[config.mk]
export PLATFORM = sky130hd
export DESIGN_NAME = voltage_reference_control
export DESIGN_NICKNAME = d
export VERILOG_FILES = /design/src/logic/vref_ctrl_pkg.sv /design/src/logic/voltage_reference_control.sv
export SDC_FILE = /design/constraint.sdc
export NUM_CORES = 1
export LEC_CHECK = 0
export ABC_CLOCK_PERIOD_IN_PS = 1230
export BUFFER_PORTS_ARGS = -buffer_cell sky130_fd_sc_hd__buf_2
export CORE_ASPECT_RATIO = 0.6
export CORE_MARGIN = 4
export CORE_UTILIZATION = 33
export CTS_BUF_LIST = sky130_fd_sc_hd__clkbuf_4 sky130_fd_sc_hd__clkbuf_8
export DETAILED_ROUTE_END_ITERATION = 8
export PLACE_DENSITY = 0.76
export SYNTH_ARGS = -nofsm -noshare
export SYNTH_HDL_FRONTEND = slang
export SYNTH_SLANG_ARGS = --single-unit
[constraint.sdc]
create_clock -name hclk -period 1.23 [get_ports hclk]
set_input_delay 0.1845 -clock hclk [delete_from_list [all_inputs] [get_ports hclk]]
set_output_delay 0.1845 -clock hclk [all_outputs]
set_load 0.05 [all_outputs]
[src/logic/vref_ctrl_pkg.sv]
package vref_ctrl_pkg;

  // Register indices as printed; the byte address is four times the index
  localparam logic [7:0] LEVEL_SELECT_IDX = 8'h00;
  localparam logic [7:0] FORCE_ENABLE_IDX = 8'h01;
  localparam logic [31:0] LEVEL_SELECT_ADDR = 32'(LEVEL_SELECT_IDX) * 32'h4;
  localparam logic [31:0] FORCE_ENABLE_ADDR = 32'(FORCE_ENABLE_IDX) * 32'h4;

  // Values after reset
  localparam logic [7:0] LEVEL_SELECT_RESET = 8'h00;
  localparam logic [7:0] FORCE_ENABLE_RESET = 8'h00;

  // Field positions in the level select register
  localparam int CONV_SEL_LSB = 4;
  localparam int CONV_SEL_MSB = 6;
  localparam int COMP_SEL_LSB = 0;
  localparam int COMP_SEL_MSB = 2;

  // Field positions in the force enable register
  localparam int CONV_FORCE_BIT = 1;
  localparam int COMP_FORCE_BIT = 0;

  // Level select codes, shared by both sources
  typedef enum logic [2:0] {
    LVL_0V55 = 3'h0,
    LVL_1V1 = 3'h1,
    LVL_2V5 = 3'h2,
    LVL_4V3 = 3'h3,
    LVL_1V5 = 3'h4
  } level_code_e;

  // AHB transfer type and response codes
  localparam logic [1:0] HTRANS_NONSEQ = 2'h2;
  localparam logic [1:0] HTRANS_SEQ = 2'h3;
  localparam logic HRESP_OKAY = 1'h0;

endpackage : vref_ctrl_pkg
[src/logic/voltage_reference_control.sv]
// Local design decision: the AHB-Lite register port.
`timescale 1ns/1ps

// What this block does
// Converter level select in bits 6:4, R/W
// Comparator level select in bits 2:0, independent
// Comparator codes match converter level codes
// Source on while its peripheral requests it
// Force register bits keep sources running
// Both registers reset to zero
// Clearing force returns source to request control
// Enable is request OR force, select beside
module voltage_reference_control (
  // Clock and reset
  input wire logic hclk,
  input wire logic hresetn,
  // AHB-Lite slave
  input wire logic hsel,
  input wire logic [31:0] haddr,
  input wire logic [1:0] htrans,
  input wire logic hwrite,
  input wire logic [2:0] hsize,
  input wire logic [31:0] hwdata,
  input wire logic hready,
  output logic hreadyout,
  output logic hresp,
  output logic [31:0] hrdata,
  // Converter peripheral
  input wire logic converter_peripheral_request,
  output logic converter_source_enable,
  output logic [2:0] converter_level_select,
  // Comparator peripheral
  input wire logic comparator_peripheral_request,
  output logic comparator_source_enable,
  output logic [2:0] comparator_level_select
);

  // All state of the block
  typedef struct packed {
    logic [2:0] conv_sel;
    logic [2:0] comp_sel;
    logic conv_force;
    logic comp_force;
    logic wr_pend;
    logic [1:0] wr_reg;
    logic [31:0] rdata;
    logic conv_en;
    logic comp_en;
  } state_s;

  state_s st_r;
  state_s st_nxt;

  // Address phase decode
  logic addr_valid;
  logic [1:0] addr_reg;

  // Decode which register an accepted transfer targets; 00 means unmapped
  always_comb begin
    addr_valid = hsel && hready && (htrans == vref_ctrl_pkg::HTRANS_NONSEQ ||
                                    htrans == vref_ctrl_pkg::HTRANS_SEQ);
    if (haddr == vref_ctrl_pkg::LEVEL_SELECT_ADDR) begin
      addr_reg = 2'h1;
    end else if (haddr == vref_ctrl_pkg::FORCE_ENABLE_ADDR) begin
      addr_reg = 2'h2;
    end else begin
      addr_reg = 2'h0;
    end
  end

  // Next state: the pending write lands first so a read right after sees it
  always_comb begin
    st_nxt = st_r;
    st_nxt.wr_pend = 1'b0;
    if (st_r.wr_pend) begin
      if (st_r.wr_reg == 2'h1) begin
        st_nxt.conv_sel = hwdata[vref_ctrl_pkg::CONV_SEL_MSB:vref_ctrl_pkg::CONV_SEL_LSB];
        st_nxt.comp_sel = hwdata[vref_ctrl_pkg::COMP_SEL_MSB:vref_ctrl_pkg::COMP_SEL_LSB];
      end else if (st_r.wr_reg == 2'h2) begin
        // Writing zero hands the source back to its request line
        st_nxt.conv_force = hwdata[vref_ctrl_pkg::CONV_FORCE_BIT]; // see
        st_nxt.comp_force = hwdata[vref_ctrl_pkg::COMP_FORCE_BIT]; // see
      end
    end
    if (addr_valid) begin
      st_nxt.wr_pend = hwrite;
      st_nxt.wr_reg = addr_reg;
      // Reserved bits 7 and 3 read as zero; reserved codes are stored as written
      if (hwrite) begin
        st_nxt.rdata = st_r.rdata;
      end else if (addr_reg == 2'h1) begin
        st_nxt.rdata = {25'h0, st_nxt.conv_sel, 1'b0, st_nxt.comp_sel};
      end else if (addr_reg == 2'h2) begin
        st_nxt.rdata = {30'h0, st_nxt.conv_force, st_nxt.comp_force};
      end else begin
        st_nxt.rdata = 32'h0;
      end
    end
    // Enable follows request OR force one cycle later, from a flop
    st_nxt.conv_en = converter_peripheral_request | st_r.conv_force; // see
    st_nxt.comp_en = comparator_peripheral_request | st_r.comp_force; // see
  end

  // State register; both control registers clear on reset
  always_ff @(posedge hclk or negedge hresetn) begin
    if (!hresetn) begin
      st_r.conv_sel <= vref_ctrl_pkg::LEVEL_SELECT_RESET[6:4];
      st_r.comp_sel <= vref_ctrl_pkg::LEVEL_SELECT_RESET[2:0];
      st_r.conv_force <= vref_ctrl_pkg::FORCE_ENABLE_RESET[1];
      st_r.comp_force <= vref_ctrl_pkg::FORCE_ENABLE_RESET[0];
      st_r.wr_pend <= 1'b0;
      st_r.wr_reg <= 2'h0;
      st_r.rdata <= 32'h0;
      st_r.conv_en <= 1'b0;
      st_r.comp_en <= 1'b0;
    end else begin
      st_r <= st_nxt;
    end
  end

  // Read data, enables and selects straight from the state flops; ready and response tied: no wait states, always OKAY
  assign hreadyout = 1'b1;
  assign hresp = vref_ctrl_pkg::HRESP_OKAY;
  assign hrdata = st_r.rdata;
  assign converter_source_enable = st_r.conv_en;
  assign comparator_source_enable = st_r.comp_en;
  assign converter_level_select = st_r.conv_sel;
  assign comparator_level_select = st_r.comp_sel;
endmodule : voltage_reference_control

==> metrics.txt <==
Post-Synthesis Cells=114; Synth Warn #=0; final worst setup slack=-0.0500 ns; clock buffer count from CTS=3; skew final=around 0.0038 ns; crit-path max FO=6; vias per std cell=roughly 4; Total Wirelength=~2.3 mm; core area=around 3300 um^2; DP Worst Slack=-0.0363 ns; violation count after the first detailed-route iteration=7; Required @ worst endpoint=around 1.4 ns; Clock H-tree levels=1; I/O Pins=roughly 120; WHS=between 0.1 and 0.15 ns; nets=approximately 250; worst vdd ir=0.551 mV; Skew-Pair Late Insertion Delay=around 0.25 ns; Fin. Hold Viols=0; part of the cycle the worst path needs=104%; initial antenna violation count=0; HP Class=primary input to flop; total power draw=~1.4 mW; GRT Residual Overflow=0; area delta synth->final=21.7%; Layout Utilization=between 40 and 50%; crit path time final=approximately 1.3 ns; TritonRoute pass-1 iters=3; GP Congestion=around 0.73; Synth Register Bits=19; first-pass GRT wire length=3.47 mm; antenna-violating nets left=0; chip width=83.8 um; Yosys cell types=21; std cell rows=16; HPWL Detailed=approximately 2 mm; # diodes=0; failing checks=negative setup slack; via count=a little under 900; layout cells sized above 1=a little under half; # port buffers=59; CTS max path bufs=2; largest net degree at the start of global routing=20; Initial Util=around a third; Post-Syn Area per Cell=9.97 um^2; post-synthesis sequential area ratio=between 40% and 50%; clock-pin transition on the worst setup and hold timing paths=~0.070 ns; pwr dens=about 1000 nW/um^2; maxcap violations=0; status=finished with violations; leakage power=between 0.7 and 0.8 nW; Crit. End Element=flop; wire length per cell=10.7 um; mapped cell area=~1100 um^2; Vert. Die Dim=roughly 53 um; Startpoint Class=flop; Overall Global Routing Usage=9.92%; Max Fclk=between 700 and 800 MHz; Crit path arrival time=1.43 ns; CTS tree=done; die area=~4500 um^2; vias in the first global route=794; Pins Over Slew Limit=0; Clock Root Buffer=clkbuf_8; RSZ-0062 raised after global routing=true; Sink Count=19; Remaining DRCs=0; Setup CP Type=flop to flop; # setup viols final=5
## logic make-up after synthesis
logic type | after synthesis | share of synthesized area, %
flip-flops | 19 | 41.9
AO/OA/AOI/OAI | 8 | 3.85
multiplexers | 10 | 9.69
AND/OR/NAND/NOR | 33 | 16.9
buffers and inverters | 42 | 27.1
other | 2 | 0.661
## path summary, 6_finish.rpt
| check | from | depth (start not counted) | slack, ns | to |
|---|---|---|---|---|
| setup reg to reg | st_r[35]$_DFFE_PN0N_ | 5 | -0.05 | hrdata[2]$_DFFE_PN0P_ |
| min in group asynchronous | hresetn | 2 | 0.40 | hrdata[4]$_DFFE_PN0P_ |
| max in group asynchronous | hresetn | 2 | 0.54 | converter_level_select[1]$_DFF_PN0_ |
| hold reg to reg | st_r[38]$_DFF_PN0_ | 1 | 0.45 | converter_source_enable$_DFF_PN0_ |
| setup / recovery | st_r[35]$_DFFE_PN0N_ | 5 | -0.05 | hrdata[2]$_DFFE_PN0P_ |
| hold / removal | converter_peripheral_request | 2 | 0.11 | converter_source_enable$_DFF_PN0_ |
## critical path, stage by stage, from the launching register on
cell	delay [ns]
dfrtp_1	0.40
nand3b_4	0.22
buf_4	0.16
mux2_2	0.28
nand2_1	0.06
o21ai_1	0.05
## layer usage
metal  part of all wire (%)  GRT usage (%)
met1                     40           12.0
met2                     46           16.8
met3                     14           4.35
met4                   0.52           1.60
met5                      0              0
## cell type report
type | instances | area (um^2)
clock inverter | 1 | 5.00
timing repair buffer | 65 | 343
clock buffer | 3 | 41.3
fill | 326 | 1900
multi-input combinational | 79 | 454
tap | 45 | 56.3
sequential | 19 | 475
inverter | 2 | 7.51
## cell usage in the layout (no fill, tap or decap), types with 2 or more instances in the layout
cell type | synthesis | routed
buf_2 | 0 | 59
conb_1 | 2 | 28
dfrtp_1 | 19 | 19
nand2_1 | 11 | 11
mux2_2 | 8 | 7
nor4_1 | 7 | 7
o21ai_1 | 6 | 7
buf_4 | 40 | 5
nor2_1 | 3 | 3
clkbuf_8 | 0 | 3
or2_2 | 2 | 2
inv_1 | 2 | 2
nand3_1 | 2 | 2
and4_1 | 2 | 2
mux2i_1 | 2 | 2
## where the power goes
| group | total, mW | switching, mW | internal (mW) | leakage, nW |
|---|---|---|---|---|
| Clock | 0.424 | 0.199 | 0.225 | 0.0255 |
| Combinational | 0.376 | 0.293 | 0.0832 | 0.504 |
| Sequential | 0.649 | 0.00688 | 0.642 | 0.239 |
| Total | 1.45 | 0.498 | 0.950 | 0.769 |
## state kept, by name, summed over array words and instances, names as in the netlist
name,flops
hrdata,6
st_r,5
comparator_level_select,3
converter_level_select,3
comparator_source_enable,1
converter_source_enable,1
## synth_stat cells
master    number  area (um^2)
nand3b_1       1         7.51
and4_1         2         17.5
nand3_1        2         10.0
nand3b_4       1         20.0
mux2_2         8         90.1
o21ai_0        1         5.00
inv_1          2         7.51
mux2i_1        2         20.0
nor4_1         7         43.8
buf_4         40          300
nor2_1         3         11.3
nor3_1         1         5.00
nand2b_1       1         6.26
dfrtp_1       19          475
and2_1         1         6.26
o21ai_1        6         30.0
or2_2          2         12.5
nand3_2        1         10.0
conb_1         2         7.51
nand2_1       11         41.3
a31o_2         1         8.76
## what timing repair did
action	in CTS	in global routing
setup buffers	1	3
endpoints found under the setup margin	2	5
hold buffers	1	0
endpoints found under the hold margin	19	0
gates resized for setup	0	2
## metrics by stage
stage | std cells | area, um^2 | TNS (ns)
after floorplan | 140 | 1230 | 0
after global placement | 205 | 1290 | -0.166
after detailed placement | 205 | 1290 | -0.178
after CTS | 211 | 1360 | -0.0737
after global routing | 214 | 1380 | -0.676
final | 214 | 1380 | -0.191
Note: power is estimated with default switching activity, not from simulation.
